**src/ppadc_defs.svh**
```systemverilog
// Register offsets, reset values and widths of the port pin configuration block
`ifndef PPADC_DEFS_SVH
`define PPADC_DEFS_SVH

`define PPADC_PIN_COUNT        16
`define PPADC_OFF_DIRECTION    12'h000
`define PPADC_OFF_PIN_LEVEL    12'h004
`define PPADC_OFF_OUT_LATCH    12'h008
`define PPADC_OFF_OPEN_DRAIN   12'h00C
`define PPADC_OFF_ANALOG_SEL   12'h010
`define PPADC_RST_DIRECTION    16'hFFFF
`define PPADC_RST_OUT_LATCH    16'h0000
`define PPADC_RST_OPEN_DRAIN   16'h0000
`define PPADC_RST_ANALOG_SEL   16'hFFFF
`define PPADC_HTRANS_NONSEQ    2'h2
`define PPADC_HTRANS_SEQ       2'h3

`endif

```
**src/ppadc_pkg.sv**
```systemverilog
// Types shared by the port pin configuration block
package ppadc_pkg;
  `include "ppadc_defs.svh"

  typedef logic [`PPADC_PIN_COUNT-1:0] ppadc_pins_type;

  typedef enum logic [2:0] {
    PPADC_SEL_NONE,
    PPADC_SEL_DIRECTION,
    PPADC_SEL_PIN_LEVEL,
    PPADC_SEL_OUT_LATCH,
    PPADC_SEL_OPEN_DRAIN,
    PPADC_SEL_ANALOG_SEL
  } ppadc_sel_type;

  typedef struct packed {
    logic           dataPhase;
    logic           dataWrite;
    ppadc_sel_type  sel;
    logic [31:0]    readData;
    ppadc_pins_type directionControl;
    ppadc_pins_type outputLatch;
    ppadc_pins_type openDrainSelect;
    ppadc_pins_type analogSelect;
    ppadc_pins_type pinMeta;
    ppadc_pins_type pinSync;
  } ppadc_state_type;
endpackage

```
**src/ppadc_pin_cell.sv**
```systemverilog
// One pin's driver and input gating from its configuration bits
`timescale 1ns/1ps
module ppadc_pin_cell (
  input  wire logic directionControl,
  input  wire logic analogSelect,
  input  wire logic openDrainSelect,
  input  wire logic outputLatch,
  input  wire logic pinSync,
  output logic      padOut,
  output logic      padOutEnable_n,
  output logic      analogOutLevel,
  output logic      analogOutValid,
  output logic      digitalIn
);
  logic driveDigital;

  // Output only when direction is output and the pin is digital
  assign driveDigital = !directionControl && !analogSelect;
  // Open drain drives only the low level, releases for a high
  assign padOut = openDrainSelect ? 1'b0 : outputLatch;
  assign padOutEnable_n = !(driveDigital && (!openDrainSelect || !outputLatch));
  // Output mode on an analog pin hands the latch level to the converter
  assign analogOutValid = !directionControl && analogSelect;
  assign analogOutLevel = analogOutValid ? outputLatch : 1'b0;
  // Analog input pins read back as low
  assign digitalIn = (directionControl && analogSelect) ? 1'b0 : pinSync;
endmodule

```
**src/ppadc_port.sv**
```systemverilog
// Port pin configuration block with AHB-Lite register slave
`timescale 1ns/1ps
`include "ppadc_defs.svh"
module ppadc_port
  import ppadc_pkg::*;
(
  input  wire logic        clk,
  input  wire logic        sys_rst,
  input  wire logic        hsel,
  input  wire logic [11:0] haddr,
  input  wire logic [1:0]  htrans,
  input  wire logic        hwrite,
  input  wire logic [2:0]  hsize,
  input  wire logic [31:0] hwdata,
  input  wire logic        hready,
  output logic      [31:0] hrdata,
  output logic             hreadyout,
  output logic             hresp,
  input  wire logic [15:0] padIn,
  output logic      [15:0] padOut,
  output logic      [15:0] padOutEnable_n,
  output logic      [15:0] analogOutLevel,
  output logic      [15:0] analogOutValid,
  output logic      [15:0] digitalIn
);
  ppadc_state_type state;
  ppadc_state_type next_state;
  ppadc_pins_type  pinRead;
  ppadc_sel_type   addrSel;
  logic            addrTake;
  logic            readTake;
  logic            writeCommit;
  logic            writeDirection;
  logic            writeLatch;
  logic            writeOpenDrain;
  logic            writeAnalog;
  logic [31:0]     readMux;

  ////////////////////////////////////////////////////////////////////////////
  // Per-pin logic

  genvar pinIdx;
  generate
    for (pinIdx = 0; pinIdx < `PPADC_PIN_COUNT; pinIdx++) begin : gPin
      ppadc_pin_cell uCell (
        .directionControl (state.directionControl[pinIdx]),
        .analogSelect     (state.analogSelect[pinIdx]),
        .openDrainSelect  (state.openDrainSelect[pinIdx]),
        .outputLatch      (state.outputLatch[pinIdx]),
        .pinSync          (state.pinSync[pinIdx]),
        .padOut           (padOut[pinIdx]),
        .padOutEnable_n   (padOutEnable_n[pinIdx]),
        .analogOutLevel   (analogOutLevel[pinIdx]),
        .analogOutValid   (analogOutValid[pinIdx]),
        .digitalIn        (pinRead[pinIdx])
      );
    end
  endgenerate

  assign digitalIn = pinRead;

  ////////////////////////////////////////////////////////////////////////////
  // Address decode

  assign addrTake = hsel && hready &&
                    (htrans == `PPADC_HTRANS_NONSEQ || htrans == `PPADC_HTRANS_SEQ);

  always_comb begin
    if (haddr == `PPADC_OFF_DIRECTION) begin
      addrSel = PPADC_SEL_DIRECTION;
    end else if (haddr == `PPADC_OFF_PIN_LEVEL) begin
      addrSel = PPADC_SEL_PIN_LEVEL;
    end else if (haddr == `PPADC_OFF_OUT_LATCH) begin
      addrSel = PPADC_SEL_OUT_LATCH;
    end else if (haddr == `PPADC_OFF_OPEN_DRAIN) begin
      addrSel = PPADC_SEL_OPEN_DRAIN;
    end else if (haddr == `PPADC_OFF_ANALOG_SEL) begin
      addrSel = PPADC_SEL_ANALOG_SEL;
    end else begin
      addrSel = PPADC_SEL_NONE;
    end
  end

  // Reads are answered from the address phase; hsize is not checked
  assign readTake = addrTake && !hwrite;

  ////////////////////////////////////////////////////////////////////////////
  // Write strobes

  // Data phase of an accepted write; hwdata only stands now
  assign writeCommit    = state.dataPhase && state.dataWrite;
  assign writeDirection = writeCommit && (state.sel == PPADC_SEL_DIRECTION);
  // A port write lands in the latch, never on the pin directly
  assign writeLatch     = writeCommit &&
                          (state.sel == PPADC_SEL_PIN_LEVEL ||
                           state.sel == PPADC_SEL_OUT_LATCH);
  assign writeOpenDrain = writeCommit && (state.sel == PPADC_SEL_OPEN_DRAIN);
  assign writeAnalog    = writeCommit && (state.sel == PPADC_SEL_ANALOG_SEL);

  ////////////////////////////////////////////////////////////////////////////
  // Read-back mux

  always_comb begin
    if (addrSel == PPADC_SEL_DIRECTION) begin
      readMux = {16'h0000, state.directionControl};
    end else if (addrSel == PPADC_SEL_PIN_LEVEL) begin
      // Pin level lags pins by the synchroniser, hence the settle cycle
      readMux = {16'h0000, pinRead};
    end else if (addrSel == PPADC_SEL_OUT_LATCH) begin
      readMux = {16'h0000, state.outputLatch};
    end else if (addrSel == PPADC_SEL_OPEN_DRAIN) begin
      readMux = {16'h0000, state.openDrainSelect};
    end else if (addrSel == PPADC_SEL_ANALOG_SEL) begin
      readMux = {16'h0000, state.analogSelect};
    end else begin
      // Holes read as zero rather than an error response
      readMux = 32'h0000_0000;
    end
  end

  ////////////////////////////////////////////////////////////////////////////
  // Next state

  always_comb begin
    next_state = state;
    // Two-stage pin synchroniser; only the second stage is read
    next_state.pinMeta = padIn;
    next_state.pinSync = state.pinMeta;
    // Write data arrives in the data phase
    if (writeDirection) begin
      next_state.directionControl = hwdata[15:0];
    end
    if (writeLatch) begin
      next_state.outputLatch = hwdata[15:0];
    end
    if (writeOpenDrain) begin
      next_state.openDrainSelect = hwdata[15:0];
    end
    if (writeAnalog) begin
      next_state.analogSelect = hwdata[15:0];
    end
    next_state.dataPhase = addrTake;
    next_state.dataWrite = addrTake && hwrite;
    next_state.sel = addrTake ? addrSel : PPADC_SEL_NONE;
    // Read data registered at the address phase, zero in every other cycle
    next_state.readData = 32'h0000_0000;
    if (readTake) begin
      next_state.readData = readMux;
    end
  end

  always_ff @(posedge clk) begin
    if (sys_rst) begin
      state.dataPhase        <= 1'b0;
      state.dataWrite        <= 1'b0;
      state.sel              <= PPADC_SEL_NONE;
      state.readData         <= 32'h0000_0000;
      state.directionControl <= `PPADC_RST_DIRECTION;
      state.outputLatch      <= `PPADC_RST_OUT_LATCH;
      state.openDrainSelect  <= `PPADC_RST_OPEN_DRAIN;
      state.analogSelect     <= `PPADC_RST_ANALOG_SEL;
      state.pinMeta          <= 16'h0000;
      state.pinSync          <= 16'h0000;
    end else begin
      state <= next_state;
    end
  end

  assign hrdata    = state.readData;
  assign hreadyout = 1'b1;
  assign hresp     = 1'b0;
endmodule

```
**config.mk**
```make
export PLATFORM = sky130hd
export DESIGN_NAME = ppadc_port
export DESIGN_NICKNAME = d
export VERILOG_FILES = /design/src/ppadc_pkg.sv /design/src/ppadc_pin_cell.sv /design/src/ppadc_port.sv
export VERILOG_INCLUDE_DIRS = /design/src
export SDC_FILE = /design/constraint.sdc
export NUM_CORES = 1
export LEC_CHECK = 0
export BUFFER_PORTS_ARGS = -buffer_cell sky130_fd_sc_hd__buf_2
export CORE_AREA = 4 4 146 148
export CTS_BUF_LIST = sky130_fd_sc_hd__clkbuf_4
export DETAILED_ROUTE_END_ITERATION = 8
export DIE_AREA = 0 0 150 152
export PLACE_DENSITY = 0.5
export SYNTH_ARGS = -nofsm -noshare
export SYNTH_HDL_FRONTEND = slang
export SYNTH_SLANG_ARGS = --single-unit
```
**constraint.sdc**
```tcl
create_clock -name clk -period 2.3 [get_ports clk]
set_clock_uncertainty 0.1 [all_clocks]
set_input_delay 0.115 -clock clk [delete_from_list [all_inputs] [get_ports clk]]
set_output_delay 0.115 -clock clk [all_outputs]
set_load 0.005 [all_outputs]
```
* Word-level counts from Yosys, hierarchy flattened
Cells that the tools add are included. Widths: inputs -> output; s select.
Cells by class: $add $sub $neg 0, $mul 0, divide/modulo/power cells 0, order comparisons 0, equality and inequality tests 16, shift-type cells 0, mux-type cells 58, bitwise logic cells 2, reduce and logical (&&, ||, !) cells 176
Operators with widths (count):
- $logic_not 1->1 | 81
- $mux 16 | 5
- $logic_and 1x1->1 | 73
- $mux 1 | 48
- $eq 12x4->1 const B | 2
- $logic_or 1x1->1 | 18
- $mux 3 | 5
- $eq 12x3->1 const B | 1
- $eq 12x5->1 const B | 1
- $eq 3x2->1 const B | 4
- $eq 3x3->1 const B | 4
- $logic_not 12->1 | 1
- $eq 3x1->1 const B | 2
- $reduce_or 6->1 | 1
- $eq 2x2->1 const B | 2
- $reduce_or 2->1 | 2
- $not 1->1 | 2
Word-level totals: flip-flop bits (word level) 133, bits in latches 0, memory bits (writable) 0, bits in read-only memories 0, bits of input ports 70, output and inout bits 114, logic and storage cells 263, memories 0

* Logic depth before layout (Yosys ltp)
word-level depth 12, gate-level depth with buffers 6, depth with buffers taken out 4

* Hierarchy
A second synthesis with hierarchy kept.
Second synthesis, totals: cell total of the unflattened synthesis 631, area, all modules 5554.1 um^2
Modules (own cells, without submodules):
- ppadc_port | times used 1, cells an instance 551, area an instance 4913.5 um^2, seq. area each 2342.2 um^2
- ppadc_pin_cell | times used 16, cells an instance 5, area an instance 40.0 um^2, seq. area each 0.0 um^2

* Least setup slack after synthesis
No wires, ideal clock.
path kind register to register, start register state[130] (netlist bit), end register, netlist name state[54], setup time 0.128 ns, arrival time 1.326 ns, required time 2.072 ns, slack 0.747 ns, cell stages (with the launch flop) 7, path buffers 2, period minus slack after synthesis 1.553 ns, cell sequence dfxtp_1 -> nor2b_1 -> nor3b_1 -> buf_4 -> buf_6 -> mux2i_1 -> nor2_1
Between the ends: cells in the longest elaborated chain, start to end 2
RTL lines:
- start, declared | RTL line ppadc_port.sv:26 | ppadc_state_type state;
- start signal, assigned | RTL line ppadc_port.sv:165 | state <= next_state;
- $eq 3x3->1 | RTL line ppadc_port.sv:97 | assign writeOpenDrain = writeCommit && (state.sel == PPADC_SEL_OPEN_DRAIN);
- $logic_and 1x1->1 | RTL line ppadc_port.sv:97
Every way passes these cells. A chain may end at the register's enable or synchronous reset.

* Worst setup path after layout
start input port haddr[10], end register state, in the netlist hrdata[15]
Between the ends: cells in the longest elaborated chain, start to end 12, elaborated cells on any way between the ends 20, those cells by class eq/ne (9); mux (10); reduce/logical (1)
RTL lines:
- start, declared | RTL line ppadc_port.sv:10 | input wire logic [11:0] haddr,
- $eq 12x5->1 (no line)
- $mux 3 | RTL line ppadc_port.sv:77 | end else if (haddr == `PPADC_OFF_ANALOG_SEL) begin
- $mux 3 | RTL line ppadc_port.sv:75 | end else if (haddr == `PPADC_OFF_OPEN_DRAIN) begin
- $mux 3 | RTL line ppadc_port.sv:73 | end else if (haddr == `PPADC_OFF_OUT_LATCH) begin
- $mux 3 | RTL line ppadc_port.sv:71 | end else if (haddr == `PPADC_OFF_PIN_LEVEL) begin
- $mux 3 * | RTL line ppadc_port.sv:69 | if (haddr == `PPADC_OFF_DIRECTION) begin
- $eq 3x3->1 | RTL line ppadc_port.sv:113 | end else if (addrSel == PPADC_SEL_ANALOG_SEL) begin
- $mux 16 | RTL line ppadc_port.sv:113
- $mux 16 | RTL line ppadc_port.sv:111 | end else if (addrSel == PPADC_SEL_OPEN_DRAIN) begin
- $mux 16 | RTL line ppadc_port.sv:109 | end else if (addrSel == PPADC_SEL_OUT_LATCH) begin
- $mux 16 | RTL line ppadc_port.sv:106 | end else if (addrSel == PPADC_SEL_PIN_LEVEL) begin
- $mux 16 * | RTL line ppadc_port.sv:104 | if (addrSel == PPADC_SEL_DIRECTION) begin
Mark *: on every way between the ends. The rest lies on a longest branch, timed or not.

==> impl_metrics.prom <==
# TYPE chip_impl_metric gauge
chip_impl_metric{name="leakage_power",unit="nW"} 2.86
chip_impl_metric{name="p_int",unit="W"} 0.00282
chip_impl_metric{name="postSynthCellCount",unit=""} 649
chip_impl_metric{name="slew_headroom",unit=""} 0.592
chip_impl_metric{name="tritoncts_sink_count",unit=""} 117
chip_impl_info{name="synth.top_cells.by_count",value="117 x buf_4, 117 x dfxtp_1, 98 x nor2b_1"} 1
chip_impl_info{name="yosysTopAreaCell",value="dfxtp_1"} 1
chip_impl_metric{name="fin_util",unit=""} 0.348
chip_impl_metric{name="switching_share",unit=""} 0.250
chip_impl_metric{name="grt_start_max_net_pins",unit=""} 97
chip_impl_info{name="synth-main-ff-cell",value="dfxtp_1"} 1
chip_impl_metric{name="numCtsBuffers",unit=""} 17
chip_impl_info{name="clock-root-buffer",value="clkbuf_4"} 1
chip_impl_info{name="outcome",value="finished clean"} 1
chip_impl_info{name="cts_tree",value="built"} 1
chip_impl_metric{name="initial_core_util",unit=""} 0.295
chip_impl_info{name="unrepaired_setup_endpoints_after_global_routing",value="false"} 1
chip_impl_metric{name="routabilityCongestion",unit=""} 0.712
chip_impl_metric{name="die_wd",unit="um"} 150
chip_impl_info{name="hp-class",value="in2reg"} 1
chip_impl_metric{name="floorplan.io_pins",unit=""} 184
chip_impl_metric{name="period_share",unit=""} 0.961
chip_impl_metric{name="port-buffer-count",unit=""} 145
chip_impl_info{name="main_area_contributors_after_synthesis",value="dfxtp_1 40%, buf_4 15%, nor2b_1 10%"} 1
chip_impl_metric{name="area.growth.synth_to_final",unit="%"} 18.1
chip_impl_info{name="path_common_cell",value="dlygate4sd3_1"} 1
chip_impl_metric{name="dieHeight",unit="um"} 152
chip_impl_metric{name="synth.top_cell.area_share",unit=""} 0.397
chip_impl_metric{name="clk_latency_worst_skew_pair",unit="ns"} 0.52
chip_impl_metric{name="overall_track_demand_over_capacity_in_global_routing",unit=""} 0.141
chip_impl_metric{name="syn_avg_cell_area",unit="um^2"} 9.09
chip_impl_metric{name="cp_peak_stage_delay",unit="ns"} 0.60
chip_impl_info{name="worst-setup-path-type",value="in2reg"} 1
chip_impl_metric{name="final_worst_setup_slack",unit="ns"} 0.0904
chip_impl_metric{name="yosys.cell_types.count",unit=""} 45
chip_impl_metric{name="detailedPlace.worstSlack",unit="ns"} 0.439
chip_impl_metric{name="drv_slew",unit=""} 0
chip_impl_metric{name="finalHoldViolations",unit=""} 0
chip_impl_metric{name="grt.overflow.total",unit=""} 0
chip_impl_metric{name="synthesis.area",unit="um^2"} 5900
chip_impl_metric{name="initialDrtViolationCount",unit=""} 162
chip_impl_metric{name="synth.yosys.seq_area_share",unit=""} 0.397
chip_impl_metric{name="yosys_warnings",unit=""} 0
chip_impl_metric{name="worstPathArrival",unit="ns"} 2.58
chip_impl_metric{name="setup_total_negative_slack",unit="ns"} 0
chip_impl_metric{name="number_of_instances_in_the_placed_design",unit=""} 947
chip_impl_metric{name="drc",unit=""} 0
chip_impl_metric{name="cts.clk_slew.worst_paths",unit="ns"} 0.11
chip_impl_metric{name="dr.pass1.iters",unit=""} 4
chip_impl_metric{name="ctsLongestPathBuffers",unit=""} 2
chip_impl_metric{name="synthArstFlopShare",unit=""} 0
chip_impl_metric{name="floorplan.die_area",unit="um^2"} 22800
chip_impl_metric{name="post_route_cells_drive_above_1_share",unit=""} 0.282
chip_impl_metric{name="routed_via_density",unit=""} 4.39
chip_impl_metric{name="final_setup_viols",unit=""} 0
chip_impl_metric{name="cellPowerDensity",unit="nW/um^2"} 539
chip_impl_metric{name="fin_nets",unit=""} 824
chip_impl_metric{name="vias",unit=""} 4562
chip_impl_metric{name="number_of_synthesized_flops_with_an_enable_pin",unit=""} 0
chip_impl_metric{name="crit_required",unit="ns"} 2.67
chip_impl_metric{name="grt_antenna_before_repair",unit=""} 1
chip_impl_metric{name="ctsHtreeMaxLevel",unit=""} 4
chip_impl_metric{name="clockPowerShare",unit=""} 0.383
chip_impl_metric{name="grt_first_pass_wirelength",unit="mm"} 24.8
chip_impl_metric{name="num-fill-cells",unit=""} 2136
chip_impl_metric{name="finalWorstPathRequiredPeriod",unit="ns"} 2.21
chip_impl_metric{name="rows",unit=""} 52
chip_impl_info{name="timing.critical_path.from_type",value="primary input"} 1
chip_impl_info{name="critical_path.endpoint_type",value="flop"} 1
chip_impl_info{name="cp_cell_sequence",value="dlygate4sd3_1 -> buf_2 -> nor3_1 -> and4bb_4 -> o311a_1 -> dlygate4sd3_1"} 1
chip_impl_metric{name="detail_route.wirelength",unit="mm"} 16.3
chip_impl_metric{name="drt-wirelength-per-cell",unit="um"} 15.7
chip_impl_metric{name="worst_slew_pin_slew",unit="ns"} 0.610
chip_impl_metric{name="postCtsResizedCells",unit=""} 0
chip_impl_metric{name="detailed_place_hpwl",unit="mm"} 10.6
chip_impl_metric{name="final_cells",unit=""} 1038
chip_impl_metric{name="sequentialPowerShare",unit=""} 0.547
chip_impl_metric{name="irDropWorstVdd",unit="mV"} 0.198
chip_impl_metric{name="fmax",unit="MHz"} 453
chip_impl_metric{name="switchingPower",unit="W"} 0.000938
chip_impl_metric{name="hold_slack",unit="ns"} 0.0623
chip_impl_metric{name="antenna_left",unit=""} 0
chip_impl_metric{name="core_area",unit="um^2"} 20000
chip_impl_metric{name="vias_in_the_first_global_route",unit=""} 4281
chip_impl_metric{name="ys_seq_elements",unit=""} 117
chip_impl_metric{name="maxCapViolCount",unit=""} 0
chip_impl_info{name="critical_path.slowest_cell",value="and4bb_4"} 1
chip_impl_metric{name="critPathMaxFanout",unit=""} 16
chip_impl_metric{name="power.share.combinational",unit=""} 0.069
## final timing paths
kind,startpoint,end,slack (ns),cells after the start
min reg2reg,next_state[13],state[13],0.35,1
min,haddr[9],state[130],0.06,5
max,haddr[10],hrdata[15],0.09,6
max reg2reg,state[132],state[69],0.36,6
## sequential cells by signal (all words and copies together) (netlist names)
signal / cells
hrdata: 16
next_state: 16
state: 85
## power groups by stage
stage                     Combinational, W  Sequential, W  Clock, W
after floorplan                   0.000124        0.00210         0
after global placement            0.000192        0.00210         0
after detailed placement          0.000194        0.00210         0
after CTS                         0.000262        0.00206   0.00152
after global routing              0.000285        0.00206   0.00161
final                             0.000260        0.00206   0.00144
## metrics by stage
step	area, um^2	total power [W]
after global placement	6120	0.00230
after detailed placement	6120	0.00230
after CTS	6970	0.00384
after global routing	6970	0.00396
final	6970	0.00376
after floorplan	5960	0.00223
## cell usage in the layout, fill, tap and decap left out, types with 12 or more instances in the layout
cell and instances:
a21oi_1 23, nor2b_1 98, mux2i_1 16, a22oi_1 16, and2_1 17, buf_2 144
nor2_1 20, buf_4 12, nand3b_1 16, dlygate4sd3_1 58, a21boi_0 16, a2bb2oi_1 15
clkbuf_4 17, nand2_1 67, conb_1 18, a211o_1 32, dfxtp_1 117
## logic make-up (layout without fill, tap and decap cells)
| kind of cell | Yosys count | in the layout | synth area share |
|---|---|---|---|
| and+or+nand+nor | 238 | 238 | 0.233 |
| buffers and inverters | 145 | 247 | 0.173 |
| AOI/OAI and AO/OA | 129 | 129 | 0.166 |
| DFF | 117 | 117 | 0.397 |
| muxes | 17 | 17 | 0.0290 |
| other | 2 | 19 | 0.00127 |
| xor gates and xnor gates | 1 | 1 | 0.00148 |
## area by class of cell
| cell class | instances | area (um^2) | area share |
|---|---|---|---|
| tap | 270 | 338 | 0.0484 |
| clock inverter | 15 | 139 | 0.0199 |
| timing repair buffer | 215 | 1410 | 0.202 |
| clock buffer | 17 | 128 | 0.0183 |
| antenna | 1 | 2.50 | 0.000359 |
| sequential | 117 | 2340 | 0.336 |
| multi-input combinational | 403 | 2610 | 0.375 |
## layer usage
metal  wire [um]  up-vias  track usage
li1            -     2273            -
met1        7470     2132        0.187
met2        7500      141        0.227
met3        1070       16       0.0360
met4         223        0       0.0397
met5           0        -            0
## repair_timing
action                    CTS  global route
hold buffers               58             0
buffers inserted            0             0
hold endpoints to repair   92             0
## worst max-delay path: cells and delay by family
kind	cells	cell delay, ns
buf+inv	3	1.20
simple gates	2	1.03
compound gates	1	0.24
No activity file was read; power rests on OpenSTA's default activity.
